<file path="src/logic/port_guard_pkg.sv">
// shared constants and carrier types of the port status and access guard
package port_guard_pkg;

  // ------------------------------------------------------------------
  // register bus
  // ------------------------------------------------------------------
  localparam int              ADDR_W       = 12;
  localparam logic [11:0]     STATUS_BASE  = 12'h0100;
  localparam logic [11:0]     STATUS_STEP  = 12'h0004;
  localparam logic [11:0]     GUARD_OFS    = 12'h0700;
  localparam logic [11:0]     EV_STAT_OFS  = 12'h0710;
  localparam logic [11:0]     EV_MASK_OFS  = 12'h0714;

  // ------------------------------------------------------------------
  // port state report field layout
  // ------------------------------------------------------------------
  localparam int STARTED_BIT  = 0;
  localparam int DONE_BIT     = 1;
  localparam int LINK_UP_BIT  = 4;
  localparam int LANE_DIR_BIT = 5;
  localparam int MODE_LSB     = 6;
  localparam int MODE_W       = 3;
  localparam int PART_LSB     = 10;
  localparam int PART_W       = 4;
  localparam int DEVICE_LSB   = 16;
  localparam int DEVICE_W     = 5;

  // lane direction codes
  localparam logic LANE_UPSTREAM   = 1'h0;
  localparam logic LANE_DOWNSTREAM = 1'h1;

  // operating mode codes
  localparam logic [2:0] MODE_DISABLED   = 3'h0;
  localparam logic [2:0] MODE_DOWNSTREAM = 3'h1;
  localparam logic [2:0] MODE_UPSTREAM   = 3'h2;
  localparam logic [2:0] MODE_UNATTACHED = 3'h5;

  // ------------------------------------------------------------------
  // guard, event summary and reset values
  // ------------------------------------------------------------------
  localparam int           GUARD_W        = 16;
  localparam int           DONE_EV_LSB    = 16;
  localparam logic [15:0]  GUARD_RESET    = 16'h0000;
  localparam logic [31:0]  MASK_RESET     = 32'h0000_0000;
  localparam logic [31:0]  WORD_ZERO      = 32'h0000_0000;
  localparam int           ACC_PORT_W     = 4;

  // effective port condition, as driven by the partition logic and phy
  typedef struct packed {
    logic       dl_up;
    logic       lane_direction;
    logic [2:0] mode;
    logic       partition_enabled;
    logic [3:0] partition_id;
    logic [4:0] downstream_device_number;
  } port_state_t;

  // one access to a port's global space address/data pair
  typedef struct packed {
    logic [3:0]  port;
    logic        sel_data;
    logic        write;
    logic        read;
    logic [31:0] wdata;
  } gs_access_t;

  // unguarded write to the data register, passed on to global space
  typedef struct packed {
    logic        valid;
    logic [3:0]  port;
    logic [31:0] addr;
    logic [31:0] data;
  } gs_request_t;

endpackage

</file>
<file path="src/logic/port_guard_regs.sv">
// port state report registers, global space guard and its access pairs
//
// How it works
// link active bit 4 follows the data link layer up or down state.
// bit 5 gives lane direction while up: 0 upstream, 1 downstream.
// lane direction comes from the lanes, so crosslink can flip it.
// bits 8:6 report mode: 0 off, 1 down, 2 up, 5 unattached.
// reported mode is the mode in effect, not the requested one.
// a port whose partition is disabled reports mode zero.
// bits 13:10 report the attached partition for operational modes.
// bits 20:16 report device number for downstream ports.
// guard register holds one block bit per port in bits 15:0.
// a guarded port's address and data pair reads zero, ignores writes.
// write-one-to-clear flags mark mode change started and completed.
// read-only status writes do nothing; reserved bits read zero.
`timescale 1ns/1ps
`default_nettype none

module port_guard_regs #(
  parameter int NUM_PORTS = 12
) (
  input  wire logic                        clock,
  input  wire logic                        rst,
  input  wire logic [11:0]                 bus_addr,
  input  wire logic [31:0]                 bus_wdata,
  input  wire logic                        bus_write,
  input  wire logic                        bus_read,
  output logic [31:0]                      bus_rdata,
  input  wire port_guard_pkg::port_state_t [NUM_PORTS-1:0] port_state,
  input  wire logic [NUM_PORTS-1:0]        mode_change_started,
  input  wire logic [NUM_PORTS-1:0]        mode_change_done,
  input  wire port_guard_pkg::gs_access_t  gs_access,
  output logic [31:0]                      gs_rdata,
  output port_guard_pkg::gs_request_t      gs_request,
  output logic [15:0]                      global_space_guard_out,
  output logic                             irq
);

  // ------------------------------------------------------------------
  // state
  // ------------------------------------------------------------------
  logic [15:0]          global_space_guard;
  logic [15:0]          next_global_space_guard;
  logic [31:0]          ev_mask;
  logic [31:0]          next_ev_mask;
  logic [31:0]          next_bus_rdata;
  logic [31:0]          next_gs_rdata;
  port_guard_pkg::gs_request_t next_gs_request;
  logic [31:0]          global_space_address_reg [NUM_PORTS];
  logic [31:0]          global_space_data_reg    [NUM_PORTS];
  logic [31:0]          next_address_reg         [NUM_PORTS];
  logic [31:0]          next_data_reg            [NUM_PORTS];

  logic [31:0]          status_word [NUM_PORTS];
  logic [NUM_PORTS-1:0] started_flag;
  logic [NUM_PORTS-1:0] done_flag;
  logic [NUM_PORTS-1:0] status_hit;
  logic [NUM_PORTS-1:0] clear_started;
  logic [NUM_PORTS-1:0] clear_done;
  logic [31:0]          ev_status;
  logic                 ev_write;
  logic                 acc_valid_port;
  logic                 acc_blocked;

  // ------------------------------------------------------------------
  // per port status views
  // ------------------------------------------------------------------
  assign ev_write = bus_write && bus_addr == port_guard_pkg::EV_STAT_OFS;

  for (genvar p = 0; p < NUM_PORTS; p++) begin : g_port
    assign status_hit[p] = bus_addr == 12'(port_guard_pkg::STATUS_BASE +
                             12'(p) * port_guard_pkg::STATUS_STEP);
    // both the port's own word and the summary word can clear a flag
    assign clear_started[p] = bus_write &&
      ((status_hit[p] && bus_wdata[port_guard_pkg::STARTED_BIT]) ||
       (ev_write && bus_wdata[p]));
    assign clear_done[p] = bus_write &&
      ((status_hit[p] && bus_wdata[port_guard_pkg::DONE_BIT]) ||
       (ev_write && bus_wdata[port_guard_pkg::DONE_EV_LSB + p]));

    port_status_view u_view (
      .clock         (clock),
      .rst           (rst),
      .state         (port_state[p]),
      .started_pulse (mode_change_started[p]),
      .done_pulse    (mode_change_done[p]),
      .clear_started (clear_started[p]),
      .clear_done    (clear_done[p]),
      .status_word   (status_word[p]),
      .started_flag  (started_flag[p]),
      .done_flag     (done_flag[p])
    );
  end

  // ------------------------------------------------------------------
  // event summary and interrupt
  // ------------------------------------------------------------------
  always_comb begin
    ev_status = port_guard_pkg::WORD_ZERO;
    for (int i = 0; i < NUM_PORTS; i++) begin
      ev_status[i] = started_flag[i];
      ev_status[port_guard_pkg::DONE_EV_LSB + i] = done_flag[i];
    end
  end

  assign irq = |(ev_status & ev_mask);
  assign global_space_guard_out = global_space_guard;

  // ------------------------------------------------------------------
  // register bus
  // ------------------------------------------------------------------
  always_comb begin
    next_global_space_guard = global_space_guard;
    next_ev_mask            = ev_mask;
    next_bus_rdata          = port_guard_pkg::WORD_ZERO;
    if (bus_write && bus_addr == port_guard_pkg::GUARD_OFS) begin
      next_global_space_guard = bus_wdata[15:0];
    end
    if (bus_write && bus_addr == port_guard_pkg::EV_MASK_OFS) begin
      next_ev_mask = bus_wdata;
    end
    // writes to status words touch only the two flags: other bits drop
    if (bus_read) begin
      if (bus_addr == port_guard_pkg::GUARD_OFS) begin
        next_bus_rdata = {16'h0000, global_space_guard};
      end else if (bus_addr == port_guard_pkg::EV_STAT_OFS) begin
        next_bus_rdata = ev_status;
      end else if (bus_addr == port_guard_pkg::EV_MASK_OFS) begin
        next_bus_rdata = ev_mask;
      end else begin
        for (int i = 0; i < NUM_PORTS; i++) begin
          if (status_hit[i]) begin
            next_bus_rdata = status_word[i];
          end
        end
      end
    end
  end

  always_ff @(posedge clock or posedge rst) begin
    if (rst) begin
      global_space_guard <= port_guard_pkg::GUARD_RESET;
      ev_mask            <= port_guard_pkg::MASK_RESET;
      bus_rdata          <= port_guard_pkg::WORD_ZERO;
    end else begin
      global_space_guard <= next_global_space_guard;
      ev_mask            <= next_ev_mask;
      bus_rdata          <= next_bus_rdata;
    end
  end

  // ------------------------------------------------------------------
  // per port global space address/data pair
  // ------------------------------------------------------------------
  assign acc_valid_port = 32'(gs_access.port) < NUM_PORTS;
  assign acc_blocked = global_space_guard[gs_access.port];

  always_comb begin
    next_gs_rdata   = port_guard_pkg::WORD_ZERO;
    next_gs_request = '0;
    for (int i = 0; i < NUM_PORTS; i++) begin
      // a guarded pair is forced to zero so nothing leaks when unguarded
      if (global_space_guard[i]) begin
        next_address_reg[i] = port_guard_pkg::WORD_ZERO;
        next_data_reg[i]    = port_guard_pkg::WORD_ZERO;
      end else begin
        next_address_reg[i] = global_space_address_reg[i];
        next_data_reg[i]    = global_space_data_reg[i];
      end
    end
    if (acc_valid_port && !acc_blocked) begin
      if (gs_access.write && !gs_access.sel_data) begin
        next_address_reg[gs_access.port] = gs_access.wdata;
      end
      if (gs_access.write && gs_access.sel_data) begin
        next_data_reg[gs_access.port] = gs_access.wdata;
        next_gs_request.valid = 1'b1;
        next_gs_request.port  = gs_access.port;
        next_gs_request.addr  = global_space_address_reg[gs_access.port];
        next_gs_request.data  = gs_access.wdata;
      end
      if (gs_access.read) begin
        next_gs_rdata = gs_access.sel_data
                        ? global_space_data_reg[gs_access.port]
                        : global_space_address_reg[gs_access.port];
      end
    end
  end

  always_ff @(posedge clock or posedge rst) begin
    if (rst) begin
      gs_rdata   <= port_guard_pkg::WORD_ZERO;
      gs_request <= '0;
      for (int i = 0; i < NUM_PORTS; i++) begin
        global_space_address_reg[i] <= port_guard_pkg::WORD_ZERO;
        global_space_data_reg[i]    <= port_guard_pkg::WORD_ZERO;
      end
    end else begin
      gs_rdata   <= next_gs_rdata;
      gs_request <= next_gs_request;
      for (int i = 0; i < NUM_PORTS; i++) begin
        global_space_address_reg[i] <= next_address_reg[i];
        global_space_data_reg[i]    <= next_data_reg[i];
      end
    end
  end

endmodule // port_guard_regs

`default_nettype wire

</file>
<file path="src/logic/port_status_view.sv">
// one port's state report word with its two mode change flags
`timescale 1ns/1ps
`default_nettype none

module port_status_view (
  input  wire logic                        clock,
  input  wire logic                        rst,
  input  wire port_guard_pkg::port_state_t state,
  input  wire logic                        started_pulse,
  input  wire logic                        done_pulse,
  input  wire logic                        clear_started,
  input  wire logic                        clear_done,
  output logic [31:0]                      status_word,
  output logic                             started_flag,
  output logic                             done_flag
);

  logic        link_active_flag;
  logic        lane_direction;
  logic [2:0]  mode;
  logic [3:0]  partition_id;
  logic [4:0]  downstream_device_number;
  logic        next_link_active_flag;
  logic        next_lane_direction;
  logic [2:0]  next_mode;
  logic [3:0]  next_partition_id;
  logic [4:0]  next_downstream_device_number;
  logic        next_started_flag;
  logic        next_done_flag;

  // ------------------------------------------------------------------
  // next values
  // ------------------------------------------------------------------
  always_comb begin
    next_link_active_flag = state.dl_up;
    // the phy may swap an unattached port to downstream on crosslink,
    // so direction is taken from the lanes and never from the mode
    next_lane_direction = state.dl_up ? state.lane_direction
                                      : port_guard_pkg::LANE_UPSTREAM;
    // mode in effect, not the requested control value
    next_mode = state.partition_enabled ? state.mode
                                        : port_guard_pkg::MODE_DISABLED;
    if (next_mode == port_guard_pkg::MODE_DOWNSTREAM ||
        next_mode == port_guard_pkg::MODE_UPSTREAM) begin
      next_partition_id = state.partition_id;
    end else begin
      next_partition_id = 4'h0;
    end
    if (next_mode == port_guard_pkg::MODE_DOWNSTREAM) begin
      next_downstream_device_number = state.downstream_device_number;
    end else begin
      next_downstream_device_number = 5'h00;
    end
    // a new event outruns a clear in the same cycle
    next_started_flag = started_pulse |
                        (started_flag & ~clear_started);
    next_done_flag    = done_pulse | (done_flag & ~clear_done);
  end

  // ------------------------------------------------------------------
  // registers
  // ------------------------------------------------------------------
  always_ff @(posedge clock or posedge rst) begin
    if (rst) begin
      link_active_flag         <= 1'b0;
      lane_direction           <= port_guard_pkg::LANE_UPSTREAM;
      mode                     <= port_guard_pkg::MODE_DISABLED;
      partition_id             <= 4'h0;
      downstream_device_number <= 5'h00;
      started_flag             <= 1'b0;
      done_flag                <= 1'b0;
    end else begin
      link_active_flag         <= next_link_active_flag;
      lane_direction           <= next_lane_direction;
      mode                     <= next_mode;
      partition_id             <= next_partition_id;
      downstream_device_number <= next_downstream_device_number;
      started_flag             <= next_started_flag;
      done_flag                <= next_done_flag;
    end
  end

  // reserved bits are constant zero
  always_comb begin
    status_word = port_guard_pkg::WORD_ZERO;
    status_word[port_guard_pkg::STARTED_BIT]  = started_flag;
    status_word[port_guard_pkg::DONE_BIT]     = done_flag;
    status_word[port_guard_pkg::LINK_UP_BIT]  = link_active_flag;
    status_word[port_guard_pkg::LANE_DIR_BIT] = lane_direction;
    status_word[port_guard_pkg::MODE_LSB +: port_guard_pkg::MODE_W] = mode;
    status_word[port_guard_pkg::PART_LSB +: port_guard_pkg::PART_W] =
      partition_id;
    status_word[port_guard_pkg::DEVICE_LSB +: port_guard_pkg::DEVICE_W] =
      downstream_device_number;
  end

endmodule // port_status_view

`default_nettype wire

</file>
<file path="config.mk">
export PLATFORM = sky130hd
export DESIGN_NAME = port_guard_regs
export DESIGN_NICKNAME = d
export VERILOG_FILES = /design/src/logic/port_guard_pkg.sv /design/src/logic/port_guard_regs.sv /design/src/logic/port_status_view.sv
export SDC_FILE = /design/constraint.sdc
export NUM_CORES = 2
export LEC_CHECK = 0
export BUFFER_PORTS_ARGS = -buffer_cell sky130_fd_sc_hd__buf_2
export CAP_MARGIN = 20
export CELL_PAD_IN_SITES_DETAIL_PLACEMENT = 1
export CELL_PAD_IN_SITES_GLOBAL_PLACEMENT = 2
export CORE_UTILIZATION = 39
export DETAILED_ROUTE_END_ITERATION = 10
export GPL_ROUTABILITY_DRIVEN = 0
export MAX_ROUTING_LAYER = met4
export PLACE_DENSITY_LB_ADDON = 0.1
export SYNTH_ARGS = -nofsm -noshare
export SYNTH_HDL_FRONTEND = slang
export SYNTH_SLANG_ARGS = --single-unit
</file>
<file path="constraint.sdc">
create_clock -name clock -period 42.8 [get_ports clock]
set_input_delay 2.14 -clock clock [delete_from_list [all_inputs] [get_ports clock]]
set_output_delay 2.14 -clock clock [all_outputs]
set_load 0.02 [all_outputs]
</file>
; ---- Word level (Yosys, flattened, before mapping)
; Index checks and enable logic that the tools add are counted.
; W data, S select, Z words.
[totals]
regBits = 1141
inputBits = 291
out_inout_bits = 150
elab_cells = 460
[op_classes]
order_cmp = 4
n_eq_ne = 39
mux = 109
bitwise_logic = 74
reduce_logical = 118
[op_table]
columns = op, count
row1 = $mux W384, 4
row2 = $mux W32, 47
row3 = $bwmux W384, 2
row4 = $bmux W32 S4, 2
row5 = $eq A12 B9 Y1 const B, 12
row6 = $mux W69, 2
row7 = $demux W32 S4, 1
row8 = $logic_and A1 B1 Y1, 79
row9 = $mux W5, 12
row10 = $mux W4, 12
row11 = $eq A12 B11 Y1 const B, 3
row12 = $eq A3 B1 Y1 const B, 12
row13 = $eq A3 B2 Y1 const B, 12
row14 = $logic_or A1 B1 Y1, 36
row15 = $mux W3, 12
row16 = $and A28 B32 Y32, 1
row17 = $reduce_or A32 Y1, 1
row18 = $and A1 B1 Y1, 24
row19 = $not A1 Y1, 24
row20 = $or A1 B1 Y1, 24
row21 = $mux W21, 1
row22 = $mux W1, 13
row23 = $ge A5 B5 Y1 const B, 1
row24 = $lt A4 B5 Y1 const B, 1
row25 = other kinds (5), 6

; ---- Longest topological paths before layout
[logic_depth]
word_depth = 17
depth_mapped = 9
mapped_depth_nobuf = 6

; ---- Modules after synthesis
; From an unflattened synthesis, not the netlist that was laid out.
[unflattened]
hier_cells = 5803
hier_area_um2 = 57846.7
[by_module_without_submodules]
columns = module, n_inst, cells_per_inst, area_each_um2, seq_area_each_um2
row1 = port_guard_regs, 1, 5119, 49333.6, 23747.8
row2 = port_status_view, 12, 57, 709.4, 400.4

; ---- Least setup slack after synthesis
; No wires, ideal clock.
[synth_timing]
path_kind = input port to flip-flop
startpoint = input port bus_addr[7]
endpoint = register bus_rdata[5]
setup_ns = 0.133
t_arrival_ns = 3.815
required_ns = 42.667
slack_ns = 38.852
path_stages = 8
path_buffers = 3
cell_sequence = buf_2 > or4b_1 > clkbuf_1 > nor2_1 > buf_2 > a32oi_1 > a2111oi_0 > nor2_1
[synth_between]
elab_chain_cells = 17
elab_cells_between_ends = 31
cone_classes = eq/ne: 15 / mux: 16
[synth_lines]
columns = element, line_no
row1 = from (decl), port_guard_regs.sv:24  ; input wire logic [11:0] bus_addr,
row2 = $eq A12 B9 Y1, port_guard_regs.sv:71  ; assign status_hit[p] = bus_addr == 12'(port_guard_pkg::STATUS_BASE +
row3 = $mux W21, port_guard_regs.sv:132  ; if (status_hit[i]) begin
row4 = $mux W32 (11 in a row), port_guard_regs.sv:132
row5 = $mux W32, port_guard_regs.sv:128  ; end else if (bus_addr == port_guard_pkg::EV_MASK_OFS) begin
row6 = $mux W32, port_guard_regs.sv:126  ; end else if (bus_addr == port_guard_pkg::EV_STAT_OFS) begin
row7 = $mux W32 *, port_guard_regs.sv:124  ; if (bus_addr == port_guard_pkg::GUARD_OFS) begin
row8 = $mux W32 *, port_guard_regs.sv:123  ; if (bus_read) begin
row9 = via next_bus_rdata[5], port_guard_regs.sv:46  ; logic [31:0] next_bus_rdata;
row10 = to (signal assigned), port_guard_regs.sv:144  ; bus_rdata <= port_guard_pkg::WORD_ZERO;
row11 = to (signal assigned), port_guard_regs.sv:148  ; bus_rdata <= next_bus_rdata;
row12 = to (decl), port_guard_regs.sv:28  ; output logic [31:0] bus_rdata,
; Mark *: on every way through the listed nets, which the timed path passes. The rest lies on a longest branch.
; A chain may end at the register's enable or synchronous reset.

==> metrics.yaml <==
sta:
  relSlewSlack: 0.191
  min_period_ns: 5.24
  final-hold-violation-count: 0
  worstMarginPinSlew_ns: 1.18
  setup_viol: 0
  setup-tns-final_ns: 0
  rsz0062_at_grt: "no"
  skew_ns: 0.0256
  post-route-period-util: 0.122
  finalMaxSlewViolations: 0
  fmax_mhz: 191
die:
  boundaryPins: 441
  dieWidth_um: 374
  initial_core_util: 0.393
  dieArea_um2: 140000
  coreArea_um2: 137000
  rows: 136
  die_h_um: 374
yosys:
  seq_area_frac_synth: 0.529
  syn_nets: 5512
  ys_seq_elements: 1141
  synth_area_per_cell_um2: 10.3
  synth_enable_flop_cells: 0
  syn-cell-area_um2: 54000
  synthFlopType: "dfrtp_1"
  yosys_warnings: 0
  yosysUniqueCellTypes: 75
  syn_inst: 5221
  async_flop_share: 1.00
critical_path:
  cp-start-kind: "input port"
  worst_setup_path_end_kind: "flop"
  crit_type: "in2reg"
  cp.arrival_ns: 5.85
  crit_path_max_fanout: 78
  required_ns: 43.41
clock_network:
  htreeDepth: 4
  clock_sinks: 1141
  path_clk_slew_ns: 0.06
  cts_tree: "done"
  cts_setup_buffers: 0
  cts-resized-gates: 0
  holdBufCountCts: 0
  cts.path.max_buffers: 3
  cts-buffers-inserted: 136
  clock_latency_ns: 0.77
  cts_root_buffer: "clkbuf_16"
global_route:
  antenna_found_initial: 20
  grt_pass1_wl_um: 312000
  grt_max_degree: 166
  grt_use_total: 0.312
  grt_pass1_vias: 44500
  overflow: 0
power_and_ir_drop:
  power.share.sequential: 0.468
  swShare: 0.282
  powerDensity_nw_per_um2: 49.0
  pwr-share-clk: 0.378
  p_int_uw: 2170
  p_total_uw: 3020
  p_leak_uw: 0.0262
  ir_worst_vdd_v: 0.0000291
  comb_power_share: 0.155
  p_sw_uw: 851
routing:
  dr.pass1.iters: 7
  wire_per_inst_um: 28.6
  vias: 41500
  drt_iter0_drc: 3512
  wl_um: 210000
  vias_per_cell: 5.67
  final_antenna_net_count: 0
  drc: 0
finish:
  final.fill_count: 15000
  area_growth_pct: 14.3
  nets: 5706
  drive_gt1_frac: 0.191
outcome:
  status: "completed"
place:
  dpl.hpwl_um: 126000
  portBuffers: 440
worst_hold_path:
  hp-class: "reg2reg"
job:
  cap_violations: 0
## layout make-up
class / count / area, um^2 / area share
flip-flops and latches: 1141 / 28600 / 0.464
multi-input cells: 3599 / 23500 / 0.380
clock buffers: 204 / 4050 / 0.0656
repair buffers: 522 / 2970 / 0.0481
well taps: 1794 / 2240 / 0.0364
clock inverters: 34 / 259 / 0.00420
inverters: 15 / 63.8 / 0.00103
diodes: 15 / 37.5 / 0.000609
## synth_stat cells (all sizes together), types with 4 or more instances
master   number  area share
o2bb2ai       5     0.00081
o221ai       17      0.0028
or4b          4     0.00074
a2111oi       4     0.00065
mux2         57       0.012
and2        225       0.026
xnor2        12      0.0019
a22oi        38      0.0053
a32oi         9      0.0015
o22ai        19      0.0022
a221oi        7      0.0011
nand2       887       0.062
nor4b         4      0.0013
or2           4     0.00046
nor3         25      0.0035
o22a          4     0.00065
a21o         18      0.0025
dfrtp      1141        0.53
a21oi        62      0.0058
and3          7     0.00081
a31oi         5     0.00058
o211ai       33      0.0046
clkbuf      306       0.022
a31o         10      0.0016
nor2        113       0.010
a222oi        5     0.00093
buf         160       0.015
nor4bb        9      0.0017
nor4          8      0.0012
mux4        199       0.083
a22o          4     0.00065
or4           4     0.00056
o21ai       865       0.080
nor3b        17      0.0025
inv          15      0.0010
nand2b      777       0.090
mux2i        80       0.015
nand3        15      0.0015
nor2b        16      0.0019
a211oi        6     0.00083
## layout by cell type (no fill, tap or decap), drive strengths merged, types with 17 or more instances in the layout
master,n
nand2,887
mux4,199
mux2i,80
inv,22
nor3b,17
a21o,18
nor3,25
nand2b,777
dfrtp,1141
a22oi,38
clkinv,20
o21ai,865
o221ai,17
mux2,57
o211ai,33
o22ai,19
a21oi,62
clkbuf,204
nor2,113
buf,522
and2,225
## cells by family after synthesis
| logic type | count (synthesis) | share of synthesized area |
|---|---|---|
| mux | 336 | 0.110 |
| buf+inv | 481 | 0.0382 |
| compound gates | 1126 | 0.115 |
| flops | 1141 | 0.529 |
| simple gates | 2125 | 0.206 |
| xor+xnor | 12 | 0.00195 |
## critical path: stages
cell     delay (ns)
buf_8          0.37
buf_12         0.57
mux4_2         0.61
nor3_2         0.15
nand2_1        0.28
nor2_4         0.83
buf_4          0.60
o21ai_0        0.19
## per-stage QoR
step / hold WS, ns / util / area [um^2] / cells / setup slack (ns)
after global routing: 0.522 / 0.449 / 61600 / 7317 / 37.29
after global placement: 0.480 / 0.417 / 57200 / 7066 / 36.73
after CTS: 0.499 / 0.448 / 61600 / 7307 / 37.53
final: 0.499 / 0.449 / 61700 / 7324 / 37.56
after detailed placement: 0.489 / 0.417 / 57300 / 7069 / 36.72
after floorplan: 0.470 / - / 54000 / 5221 / 8.53
## worst paths after layout
| kind | end | start | slack, ns | depth (start not counted) |
|---|---|---|---|---|
| setup / recovery | global_space_address_reg[282] | gs_access[35] | 37.56 | 8 |
| hold / removal | ev_mask[31] | ev_mask[31] | 0.50 | 1 |
| setup reg to reg | global_space_address_reg[282] | global_space_guard_out[3] | 38.83 | 7 |
| hold reg to reg | ev_mask[31] | ev_mask[31] | 0.50 | 1 |
| max in group asynchronous | global_space_address_reg[314] | rst | 38.54 | 5 |
| min in group asynchronous | global_space_address_reg[300] | rst | 1.53 | 2 |
## power groups by stage
| stage | Sequential [uW] | Combinational, uW | Clock, uW |
|---|---|---|---|
| after floorplan | 1400 | 334 | 0 |
| after CTS | 1410 | 469 | 1160 |
| after global placement | 1420 | 448 | 0 |
| final | 1410 | 467 | 1140 |
| after detailed placement | 1430 | 467 | 0 |
| after global routing | 1440 | 525 | 1200 |
## metal layers
metal | part of all wire | global-route usage | vias to the layer above
li1 | - | - | 18100
met2 | 0.47 | 0.480 | 1238
met4 | 0.027 | 0.0868 | 0
met5 | 0 | - | -
met3 | 0.051 | 0.0402 | 296
met1 | 0.46 | 0.434 | 21900
Power figures use the tool's default switching activity.
